## src/design/injector_pkg.sv

```systemverilog
// Shared constants and types for the external memory write injector link.
// Functional notes
// Device writes anywhere in 4GB as bus master.
// Trace mode: each packet carries its address.
// Direct mode: consecutive addresses generated by device.
// One, two, four or eight lanes, matched.
// Each lane at most 100 Mbit/s.
// Sample on falling link clock; change elsewhere.
// Two loop paths share one pin set.
// Select input routes port to one path.
// Write only complete assembled words.
`default_nettype none
package injector_pkg;
  // Number of data lanes on the link.
  localparam int MAX_LANES = 8;
  // Width of an assembled word and of a memory address.
  localparam int WORD_W = 32;
  localparam int ADDR_W = 32;
  // Width of the bit counter that tracks word assembly.
  localparam int CNT_W = 6;
  // Bits in one complete word, at the counter's width.
  localparam logic [CNT_W-1:0] WORD_BITS = 6'h20;
  // Byte step between consecutive direct-mode words.
  localparam logic [ADDR_W-1:0] ADDR_STEP = 32'h0000_0004;
  // Fastest lane bit rate allowed and the system clock rate.
  localparam int LANE_MAX_MBPS = 100;
  localparam int CLK_MHZ = 100;
  // Link clock period made by the source end, in ns, and its half period in clk cycles.
  localparam int LINK_PERIOD_NS = 160;
  localparam int LINK_HALF_CYC = (LINK_PERIOD_NS * CLK_MHZ) / 2000;
  // Divider counter width for the link clock.
  localparam int DIV_W = 8;

  // Lane width code carried on the configuration inputs.
  typedef enum logic [1:0] {
    LANES_1 = 2'b00,
    LANES_2 = 2'b01,
    LANES_4 = 2'b10,
    LANES_8 = 2'b11
  } lane_cfg_e;

  // Frame format: address-carrying packets or bare data.
  typedef enum logic {
    MODE_TRACE = 1'b0,
    MODE_DIRECT = 1'b1
  } inject_mode_e;

  // Destination of the shared port.
  typedef enum logic {
    PATH_MAIN = 1'b0,
    PATH_SIGNAL = 1'b1
  } inject_path_e;

  // Number of lanes in use for a width code.
  function automatic logic [CNT_W-1:0] lane_count(input lane_cfg_e cfg);
    logic [CNT_W-1:0] n;
    n = 6'h01;
    unique case (cfg)
      LANES_1: n = 6'h01;
      LANES_2: n = 6'h02;
      LANES_4: n = 6'h04;
      LANES_8: n = 6'h08;
    endcase
    return n;
  endfunction
endpackage
`default_nettype wire

```

## src/design/injector_if.sv

```systemverilog
// Link pins between the external data source and the injection module.
`default_nettype none
interface injector_if;
  // Link clock made by the source; sampled by the device.
  logic lclk;
  // Frame strobe, high for the whole frame.
  logic sync;
  // Data lanes; only the configured low lanes carry bits.
  logic [injector_pkg::MAX_LANES-1:0] data;
  // Path select: low for main configuration, high for signal processing.
  logic path_sel;

  // Documented device end: every pin is an input.
  modport device (
    input lclk,
    input sync,
    input data,
    input path_sel
  );

  // External source end: drives every pin.
  modport source (
    output lclk,
    output sync,
    output data,
    output path_sel
  );
endinterface
`default_nettype wire

```

## src/design/data_injection_module.sv

```systemverilog
// Device end: link receiver, word assembler, write FIFO and memory write master.
`default_nettype none

// Synchronous FIFO with valid and ready on both sides.
module inject_fifo #(
  parameter int WIDTH = 65,
  parameter int DEPTH = 8
) (
  input wire logic clk,
  input wire logic rst,
  input wire logic in_valid,
  output logic in_ready,
  input wire logic [WIDTH-1:0] in_data,
  output logic out_valid,
  input wire logic out_ready,
  output logic [WIDTH-1:0] out_data
);
  localparam int PW = $clog2(DEPTH);
  // Storage words.
  logic [WIDTH-1:0] mem [DEPTH];
  // Pointers with one wrap bit to tell full from empty.
  logic [PW:0] wr_ptr_reg;
  logic [PW:0] rd_ptr_reg;
  logic push;
  logic pop;

  // Full when the pointers differ only in the wrap bit.
  assign in_ready = !((wr_ptr_reg[PW] != rd_ptr_reg[PW]) &&
                      (wr_ptr_reg[PW-1:0] == rd_ptr_reg[PW-1:0]));
  // Empty when the pointers match.
  assign out_valid = (wr_ptr_reg != rd_ptr_reg);
  assign out_data = mem[rd_ptr_reg[PW-1:0]];
  assign push = in_valid && in_ready;
  assign pop = out_valid && out_ready;

  // Write side.
  always_ff @(posedge clk)
  begin
    if (rst)
    begin
      wr_ptr_reg <= '0;
    end
    else if (push)
    begin
      mem[wr_ptr_reg[PW-1:0]] <= in_data;
      wr_ptr_reg <= wr_ptr_reg + 1'b1;
    end
  end

  // Read side.
  always_ff @(posedge clk)
  begin
    if (rst)
    begin
      rd_ptr_reg <= '0;
    end
    else if (pop)
    begin
      rd_ptr_reg <= rd_ptr_reg + 1'b1;
    end
  end
endmodule // inject_fifo

// Receives frames on the shared pins and writes them into memory.
module data_injection_module #(
  parameter int FIFO_DEPTH = 8
) (
  input wire logic clk,
  input wire logic rst,
  injector_if.device link,
  input wire injector_pkg::lane_cfg_e lane_cfg,
  input wire injector_pkg::inject_mode_e mode,
  input wire logic [injector_pkg::ADDR_W-1:0] base_addr,
  output logic main_wr_valid,
  input wire logic main_wr_ready,
  output logic sig_wr_valid,
  input wire logic sig_wr_ready,
  output logic [injector_pkg::ADDR_W-1:0] wr_addr,
  output logic [injector_pkg::WORD_W-1:0] wr_data,
  output logic overflow
);
  localparam int EW = injector_pkg::ADDR_W + injector_pkg::WORD_W + 1;
  // Two-stage synchronisers for every pin.
  logic [injector_pkg::MAX_LANES+2:0] meta_reg;
  logic [injector_pkg::MAX_LANES+2:0] pin_reg;
  // Previous synchronised link clock, for edge finding.
  logic lclk_prev_reg;
  logic fall;
  logic s_lclk;
  logic s_sync;
  logic s_path;
  logic [injector_pkg::MAX_LANES-1:0] s_data;
  // Word assembly state.
  logic [injector_pkg::WORD_W-1:0] shift_reg;
  logic [injector_pkg::WORD_W-1:0] shift_next;
  logic [injector_pkg::CNT_W-1:0] bits_reg;
  logic [injector_pkg::CNT_W-1:0] bits_next;
  logic [injector_pkg::CNT_W-1:0] lanes;
  logic word_done;
  // High while a frame is open, so its first edge can load the base address.
  logic open_reg;
  // Trace mode: high once the address word of a packet is held.
  logic have_addr_reg;
  logic [injector_pkg::ADDR_W-1:0] pkt_addr_reg;
  // Direct mode address counter.
  logic [injector_pkg::ADDR_W-1:0] addr_ctr_reg;
  // FIFO hookup.
  logic push_valid;
  logic push_ready;
  logic [EW-1:0] push_data;
  logic pop_valid;
  logic pop_ready;
  logic [EW-1:0] pop_data;

  // Pins pass two flip-flops before any logic sees them.
  always_ff @(posedge clk)
  begin
    if (rst)
    begin
      meta_reg <= '0;
      pin_reg <= '0;
    end
    else
    begin
      meta_reg <= {link.path_sel, link.lclk, link.sync, link.data};
      pin_reg <= meta_reg;
    end
  end

  assign s_data = pin_reg[injector_pkg::MAX_LANES-1:0];
  assign s_sync = pin_reg[injector_pkg::MAX_LANES];
  assign s_lclk = pin_reg[injector_pkg::MAX_LANES+1];
  assign s_path = pin_reg[injector_pkg::MAX_LANES+2];

  // Remembers the last link clock level to find its falling edges.
  always_ff @(posedge clk)
  begin
    if (rst)
    begin
      lclk_prev_reg <= 1'b0;
    end
    else
    begin
      lclk_prev_reg <= s_lclk;
    end
  end

  // Sync and data are taken only at a falling link clock edge.
  assign fall = lclk_prev_reg && !s_lclk;

  // Shifts in the configured number of lanes, first bit most significant.
  always_comb
  begin
    lanes = injector_pkg::lane_count(lane_cfg);
    shift_next = shift_reg;
    unique case (lane_cfg)
      injector_pkg::LANES_1: shift_next = {shift_reg[30:0], s_data[0]};
      injector_pkg::LANES_2: shift_next = {shift_reg[29:0], s_data[1:0]};
      injector_pkg::LANES_4: shift_next = {shift_reg[27:0], s_data[3:0]};
      injector_pkg::LANES_8: shift_next = {shift_reg[23:0], s_data[7:0]};
    endcase
    bits_next = bits_reg + lanes;
  end

  // A word is complete only when all its bits have arrived.
  assign word_done = fall && s_sync && (bits_next == injector_pkg::WORD_BITS);

  // Assembly register, bit counter and frame flag; a frame end discards a partial word.
  always_ff @(posedge clk)
  begin
    if (rst)
    begin
      shift_reg <= '0;
      bits_reg <= '0;
      open_reg <= 1'b0;
    end
    else if (fall)
    begin
      if (!s_sync)
      begin
        bits_reg <= '0;
        open_reg <= 1'b0;
      end
      else
      begin
        shift_reg <= shift_next;
        bits_reg <= word_done ? '0 : bits_next;
        open_reg <= 1'b1;
      end
    end
  end

  // Trace packets: the first word is the address, the second the data.
  always_ff @(posedge clk)
  begin
    if (rst)
    begin
      have_addr_reg <= 1'b0;
      pkt_addr_reg <= '0;
    end
    else if (fall && !s_sync)
    begin
      have_addr_reg <= 1'b0;
    end
    else if (word_done && mode == injector_pkg::MODE_TRACE)
    begin
      // The address arrives inside the packet.
      if (!have_addr_reg)
      begin
        pkt_addr_reg <= shift_next;
      end
      have_addr_reg <= !have_addr_reg;
    end
  end

  // Direct data: the address restarts at the base as a frame opens and steps per word the FIFO accepts.
  // Loading on the opening edge works even when the link clock rests between frames.
  always_ff @(posedge clk)
  begin
    if (rst)
    begin
      addr_ctr_reg <= '0;
    end
    else if (fall && s_sync && !open_reg)
    begin
      addr_ctr_reg <= base_addr;
    end
    else if (word_done && mode == injector_pkg::MODE_DIRECT && push_ready)
    begin
      addr_ctr_reg <= addr_ctr_reg + injector_pkg::ADDR_STEP;
    end
  end

  // Entry holds the path, the full 32-bit address and the data word.
  always_comb
  begin
    push_valid = 1'b0;
    push_data = {s_path, addr_ctr_reg, shift_next};
    if (word_done)
    begin
      if (mode == injector_pkg::MODE_DIRECT)
      begin
        push_valid = 1'b1;
      end
      else if (have_addr_reg)
      begin
        push_valid = 1'b1;
        push_data = {s_path, pkt_addr_reg, shift_next};
      end
    end
  end

  // Flags a word lost because the FIFO was full.
  always_ff @(posedge clk)
  begin
    if (rst)
    begin
      overflow <= 1'b0;
    end
    else
    begin
      overflow <= push_valid && !push_ready;
    end
  end

  // Buffers words between the link and the memory bus.
  inject_fifo #(
    .WIDTH(EW),
    .DEPTH(FIFO_DEPTH)
  ) u_fifo (
    .clk(clk),
    .rst(rst),
    .in_valid(push_valid),
    .in_ready(push_ready),
    .in_data(push_data),
    .out_valid(pop_valid),
    .out_ready(pop_ready),
    .out_data(pop_data)
  );

  // The select bit stored with each word picks the loop path.
  assign main_wr_valid = pop_valid && (pop_data[EW-1] == injector_pkg::PATH_MAIN);
  assign sig_wr_valid = pop_valid && (pop_data[EW-1] == injector_pkg::PATH_SIGNAL);
  assign pop_ready = (pop_data[EW-1] == injector_pkg::PATH_SIGNAL) ? sig_wr_ready
                                                                     : main_wr_ready;
  // Write master address and data, straight from the FIFO storage.
  assign wr_addr = pop_data[EW-2:injector_pkg::WORD_W];
  assign wr_data = pop_data[injector_pkg::WORD_W-1:0];
endmodule // data_injection_module
`default_nettype wire

```

## src/flat_wrapper.sv

```systemverilog
// flat-port wrapper written by rule: the top's interface ports become plain ports
module data_injection_module_flat 
#(
  parameter int FIFO_DEPTH = 8
)
  (clk, rst, lane_cfg, mode, base_addr, main_wr_valid, main_wr_ready, sig_wr_valid, sig_wr_ready, wr_addr, wr_data, overflow, link_lclk, link_sync, link_data, link_path_sel);
  injector_if link_i ();
  input wire logic clk;
  input wire logic rst;
  input wire injector_pkg::lane_cfg_e lane_cfg;
  input wire injector_pkg::inject_mode_e mode;
  input wire logic [injector_pkg::ADDR_W-1:0] base_addr;
  output logic main_wr_valid;
  input wire logic main_wr_ready;
  output logic sig_wr_valid;
  input wire logic sig_wr_ready;
  output logic [injector_pkg::ADDR_W-1:0] wr_addr;
  output logic [injector_pkg::WORD_W-1:0] wr_data;
  output logic overflow;
  input wire logic [$bits(link_i.lclk)-1:0] link_lclk;
  input wire logic [$bits(link_i.sync)-1:0] link_sync;
  input wire logic [$bits(link_i.data)-1:0] link_data;
  input wire logic [$bits(link_i.path_sel)-1:0] link_path_sel;
  assign link_i.lclk = link_lclk;
  assign link_i.sync = link_sync;
  assign link_i.data = link_data;
  assign link_i.path_sel = link_path_sel;
  data_injection_module #(.FIFO_DEPTH(FIFO_DEPTH)) u_core (.clk(clk), .rst(rst), .link(link_i), .lane_cfg(lane_cfg), .mode(mode), .base_addr(base_addr), .main_wr_valid(main_wr_valid), .main_wr_ready(main_wr_ready), .sig_wr_valid(sig_wr_valid), .sig_wr_ready(sig_wr_ready), .wr_addr(wr_addr), .wr_data(wr_data), .overflow(overflow));
endmodule
```

## config.mk

```make
export PLATFORM = sky130hd
export DESIGN_NAME = data_injection_module_flat
export DESIGN_NICKNAME = d
export VERILOG_FILES = /design/src/design/injector_pkg.sv /design/src/design/injector_if.sv /design/src/design/data_injection_module.sv /design/src/flat_wrapper.sv
export SDC_FILE = /design/constraint.sdc
export NUM_CORES = 1
export LEC_CHECK = 0
export ABC_AREA = 1
export BUFFER_PORTS_ARGS = -buffer_cell sky130_fd_sc_hd__buf_2
export CAP_MARGIN = 20
export CORE_AREA = 2 2 250 252
export DETAILED_ROUTE_END_ITERATION = 8
export DIE_AREA = 0 0 252 254
export PLACE_DENSITY_LB_ADDON = 0.05
export SKIP_CTS_REPAIR_TIMING = 1
export SLEW_MARGIN = 20
export SYNTH_ARGS = -nofsm -noshare
export SYNTH_HDL_FRONTEND = slang
export SYNTH_SLANG_ARGS = --single-unit
```

## constraint.sdc

```tcl
create_clock -name clk -period 9.3 [get_ports clk]
set_input_delay 2.79 -clock clk [delete_from_list [all_inputs] [get_ports clk]]
set_output_delay 2.79 -clock clk [all_outputs]
set_load 0.005 [all_outputs]
```

# [After elaboration in Yosys (flattened, before gate mapping)]
# Memory sizes are Yosys's and may differ from the RTL's. A register that Yosys moved wholly into a read port is not among the register bits.
# Cells that the tools add are included.
# W data, S select, Z words.
[totals] ram_bits=520 output_inout_bits=67 ff_bits=135 n_memories=1 input_bits=50
[op_classes] eq_ne=7 n_bitwise=4 muxes=19 reduce_logical=24 addsub=4
[memory_table] memory="u_core.u_fifo.mem" depth=8 width=65 read_ports=1 rd_ports_with_merged_regs=1 write_ports=1 line="data_injection_module.sv:20" rtl="logic [WIDTH-1:0] mem [DEPTH];"
[ops] op="$mux W64" n=3
[ops] op="$pmux W32 S4" n=1
[ops] op="$mux W32" n=2
[ops] op="$add A32 B3 Y32 const B" n=1
[ops] op="$pmux W6 S4" n=1
[ops] op="$logic_and A1 B1 Y1" n=14
[ops] op="$mux W6" n=2
[ops] op="$add A4 B1 Y4 const B" n=2
[ops] op="$mux W1" n=8
[ops] op="$add A6 B6 Y6" n=1
[ops] op="$eq A6 B6 Y1 const B" n=1
[ops] op="$mux W3" n=2
[ops] op="$logic_not A1 Y1" n=5
[ops] op="$eq A2 B2 Y1 const B" n=2
[ops] op="$ne A4 B4 Y1" n=1
[ops] op="$not A1 Y1" n=4
[ops] op="$eq A3 B3 Y1" n=1
[ops] op="$reduce_and A3 Y1" n=1
[ops] op="$eq A2 B1 Y1 const B" n=1
[ops] op="$logic_not A2 Y1" n=1
[ops] op="$reduce_and A2 Y1" n=1
[ops] op="$reduce_bool A2 Y1" n=1
[ops] op="$reduce_or A2 Y1" n=1
[ops] op="$ne A1 B1 Y1" n=1

# [Logic depth before layout (Yosys ltp)]
[logic_depth] depth_word=10 ltp_mapped=20

# [By module]
# A second synthesis with hierarchy kept.
[hier_totals] hier_cells=2803 area_unflattened_um2=27966.8
[modules_own_cells] mod="inject_fifo" area_per_inst_um2=20910.1 cells_each=1697 seq_area_each_um2=15835.2 n_inst=1
[modules_own_cells] mod="data_injection_module" area_per_inst_um2=7056.8 cells_each=1106 seq_area_each_um2=2542.4 n_inst=1

# [Least setup slack after synthesis]
# Ideal clock, no wire load.
[synth_path] kind="input -> register" from="in lane_cfg[1]" to="mem u_core.u_fifo.mem[1][0] (enable)" slack_ns=1.346 t_arrival_ns=7.466 n_path_buf=1 t_required_ns=8.811 cell_stages=12 setup_time_ns=0.489 path_cell_list="nor2_1 clkbuf_1 ha_1 ha_1 or2_2 nor2_4 nand3_1 nor2_2 nand2_1 nor2_2 nand3_1 nor2_1"
[synth_between] elab_chain_cells=10 elab_cells_between_ends=13 classes_between="1 x add/sub; 4 x eq/ne; 5 x mux; 3 x reduce/logical"
[synth_rtl] item="start: declaration" line="flat_wrapper.sv:10" rtl="input wire injector_pkg::lane_cfg_e lane_cfg;"
[synth_rtl] item="$eq A2 B2 Y1 (tied with other cells)" line="injector_pkg.sv:58" rtl="unique case (cfg)"
[synth_rtl] item="$pmux W6 S4 *" line="injector_pkg.sv:58"
[synth_rtl] item="$add A6 B6 Y6 *" line="data_injection_module.sv:162" rtl="bits_next = bits_reg + lanes;"
[synth_rtl] item="$eq A6 B6 Y1 *" line="data_injection_module.sv:166" rtl="assign word_done = fall && s_sync && (bits_next == injector_pkg::WORD_BITS);"
[synth_rtl] item="$logic_and A1 B1 Y1 *" line="data_injection_module.sv:166"
[synth_rtl] item="$mux W1 *" line="data_injection_module.sv:239" rtl="if (word_done)"
[synth_rtl] item="$logic_and A1 B1 Y1 *" line="data_injection_module.sv:33" rtl="assign push = in_valid && in_ready;"
[synth_rtl] item="$mux W1 *" line="data_injection_module.sv:43" rtl="else if (push)"
[synth_rtl] item="$mux W1 *" line="data_injection_module.sv:39" rtl="if (rst)"
[synth_rtl] item="$mux W1 (not written as such) *" line="data_injection_module.sv:45" rtl="mem[wr_ptr_reg[PW-1:0]] <= in_data;"
[synth_rtl] item="end: declaration" line="data_injection_module.sv:20"
# Mark *: on every way between the ends. The rest lies on a longest branch, timed or not. The select of a mux whose other input is x is not followed.

# [Worst setup path after layout]
[layout_path] from="in lane_cfg[0]" to="mem u_core.u_fifo.mem[3][48] (enable)"
# Same word-level chain as after synthesis.

==> flow_metrics.py <==
metrics = {
    "flow_run": {
        "cap_viol_max_count": 0,
    },
    "pwr": {
        "finalPower_w": 0.006198,
        "ir_worst_vdd_v": 0.0001367,
        "p_leak_nw": 11.37,
        "power.density_nw_per_um2": 199.0,
    },
    "timing": {
        "layout_setup_ws_ps": 2630,
        "maxSlewViolCount": 0,
        "min_period_over_period": 0.7172,
        "worst_pin_slew_ps": 1088,
        "holdWs_ps": 403.5,
        "rsz0062_at_grt": "no",
        "finalCriticalPeriod_ps": 6670,
        "fmax_ghz": 0.1499,
        "maxSlewHeadroom": 0.2699,
        "fin_tns_setup_ps": 0,
        "setup_viol": 0,
        "clock_skew_ps": 16.53,
        "hold_violations": 0,
    },
    "synthesis": {
        "synth_seq_cells": 658,
        "syn_area_per_cell_sq_um": 10.34,
        "seq_area_frac_synth": 0.6712,
        "syn-num-nets": 2706,
        "synth_cells": 2649,
        "syn_area_sq_um": 27380,
        "yosysWarnings": 0,
        "synth.distinct_cells": 42,
    },
    "route": {
        "vias": 19610,
        "vias_per_cell": 5.491,
        "drc_errors": 0,
        "drtPass1Iterations": 5,
        "totalWireLength_microns": 76080,
        "ant_nets": 0,
        "routedWlPerCell_microns": 21.30,
        "first_iter_violations": 1676,
    },
    "worst_setup_path": {
        "crit_top_cell": "nand2_1",
        "cp.required_ps": 9530,
        "critPathTopFamily": "simple AND/OR/NAND/NOR gates",
        "path_cells": "buf_2 -> nand2_1 -> inv_1 -> ha_1 -> nand2_1 -> inv_1 -> nand2_1 -> nand3_1 -> nand2_1 -> nand2_1 -> nor2_1 -> nand2_1 -> nor2_2 -> nand3_1 -> nor2_4 -> buf_4",
        "critPathSlowestCell": "nor2_4",
        "criticalPathCategory": "input port to flip-flop",
        "start_kind": "input port",
        "critPathBufInv": 4,
        "cp.arrival_ps": 6900,
        "crit_fanout": 24,
        "end_kind": "flip-flop",
        "max_stage_delay_ps": 800,
    },
    "clock_tree": {
        "insertion_delay_ps": 600,
        "clock_path_buffers": 3,
        "clk_root_buffer_cell": "clkbuf_16",
        "cts_tree": "yes",
        "ctsHtreeMaxLevel": 3,
        "clkTransAtPathRegs_ps": 60,
        "cts_inserted_buffers": 72,
        "cts.sinks": 658,
    },
    "placed_design": {
        "placed_cell_area_sq_um": 28740,
        "dpl.hpwl_microns": 45460,
        "place_ws_ps": 2035,
        "io_buffers": 116,
        "gp_congestion": 0.8781,
    },
    "layout": {
        "fin_area_sq_um": 31140,
        "drive_above_1_share": 0.1119,
        "largest_register_ffs": 520,
        "syn_to_final_growth_pct": 13.73,
        "nFillCells": 5555,
        "nets": 2780,
    },
    "floorplan": {
        "die_x_microns": 252,
        "boundaryPins": 117,
        "core_area_sq_um": 61260,
        "rows": 91,
        "start_util": 0.4470,
        "dieHeight_microns": 254,
        "dieArea_sq_um": 64010,
    },
    "grt": {
        "grt_pass1_wl_microns": 115600,
        "grt_max_degree": 179,
        "antenna_found_initial": 3,
        "grt_pass1_vias": 18970,
        "overflow": 0,
        "grt_usage": 0.2394,
    },
    "outcome": {
        "run_status": "finished, final reports clean",
    },
    "worst_hold_path": {
        "hp-class": "flip-flop to flip-flop",
    },
}
==> path summary, 6_finish.rpt <==
check | startpoint | endpoint | slack (ps) | cells after the start
hold reg to reg | u_core.meta_reg[5] | u_core.pin_reg[5] | 400 | 2
setup / recovery | lane_cfg[0] | u_core.u_fifo.mem[3][48] | 2630 | 16
setup reg to reg | u_core.bits_reg[1] | u_core.u_fifo.mem[3][48] | 5250 | 13
hold / removal | u_core.meta_reg[5] | u_core.pin_reg[5] | 400 | 2
==> per-stage QoR <==
stage	instances	util
6_report	3572	0.5084
3_3_place_gp	3436	0.4682
5_1_grt	3570	0.5083
3_5_place_dp	3439	0.4692
2_1_floorplan	2649	-
4_1_cts	3570	0.5082
==> cell families after synthesis <==
family,Yosys count,synth area share
AND/OR/NAND/NOR,1035,0.1506
adder cells (fa/ha/maj),7,0.003199
multiplexers,2,0.0007312
XOR/XNOR,15,0.004798
buffers and inverters,306,0.04579
AO/OA/AOI/OAI,626,0.1237
flip-flops,658,0.6712
==> cell usage after synthesis (all sizes together) <==
master	count	area (sq um)
xor2	13	113.9
or2	1	6.260
nor2	651	2466
ha	7	87.58
o21ai	409	2051
o31ai	1	7.510
a21oi	59	295.3
clkbuf	110	414.1
o2111ai	17	148.9
nor4	1	6.260
a31oi	67	419.2
edfxtp	520	15610
clkinv	2	10.01
buf	48	281.5
nand3	53	305.3
xnor2	2	17.52
dfxtp	138	2763
nand4	12	81.33
nand2	291	1107
nor3	20	110.1
inv	146	548.0
mux2i	2	20.02
o211ai	2	15.01
and3	4	25.02
o22ai	65	406.6
nand3b	1	7.510
nor3b	1	7.510
o21bai	6	45.04
==> metal layers <==
metal,global-route usage,wire [microns],part of all wire,up-vias
met3,0.02868,4369,0.057,88
met2,0.3854,35220,0.46,594
met5,0,0,0,-
met1,0.3436,35120,0.46,9588
li1,-,-,-,9343
met4,0.06644,1372,0.018,0
==> layout make-up <==
type                       count  area [sq um]  share of cell area
antenna                        2         5.005           0.0001607
clock buffer                  90          1951             0.06264
clock inverter                41         440.4             0.01414
inverter                     148         570.5             0.01832
multi-input combinational   1685          7839              0.2517
sequential                   658         18390              0.5904
tap                          790         988.4             0.03174
timing repair buffer         158         960.9             0.03086
==> where the power goes <==
| group | internal (W) | total, W | switching [W] |
|---|---|---|---|
| registers | 0.00314 | 0.00315 | 0.00000662 |
| clock network | 0.00174 | 0.00289 | 0.00115 |
| logic | 0.0000484 | 0.000156 | 0.000108 |
==> cell usage in the layout (no fill, tap or decap), types with 3 or more instances in the layout <==
cell / n
nor2_1: 639
edfxtp_1: 520
o21ai_0: 349
nand2_1: 285
inv_1: 138
dfxtp_1: 136
buf_2: 116
clkbuf_16: 73
a31oi_1: 67
o22ai_1: 65
a21oi_1: 59
o21ai_1: 56
nand3_1: 48
buf_4: 36
nor3_1: 18
o2111ai_1: 14
xor2_1: 13
clkinv_1: 13
clkinv_2: 12
nand4_1: 11
clkbuf_1: 11
nor2_4: 9
bufinv_16: 9
inv_6: 7
ha_1: 7
nand2_2: 6
o21bai_1: 6
clkbuf_8: 6
inv_2: 5
and3_1: 4
o21ai_2: 4
o2111ai_2: 3
nand3_2: 3
nor2_2: 3
buf_12: 3
==> tightest hold or removal path, delay by kind of cell, from the launching register on <==
kind | cells | cell delay [ps]
DFF | 1 | 290
buffers and inverters | 1 | 40
and+or+nand+nor | 1 | 30
Power figures use the tool's default switching activity.
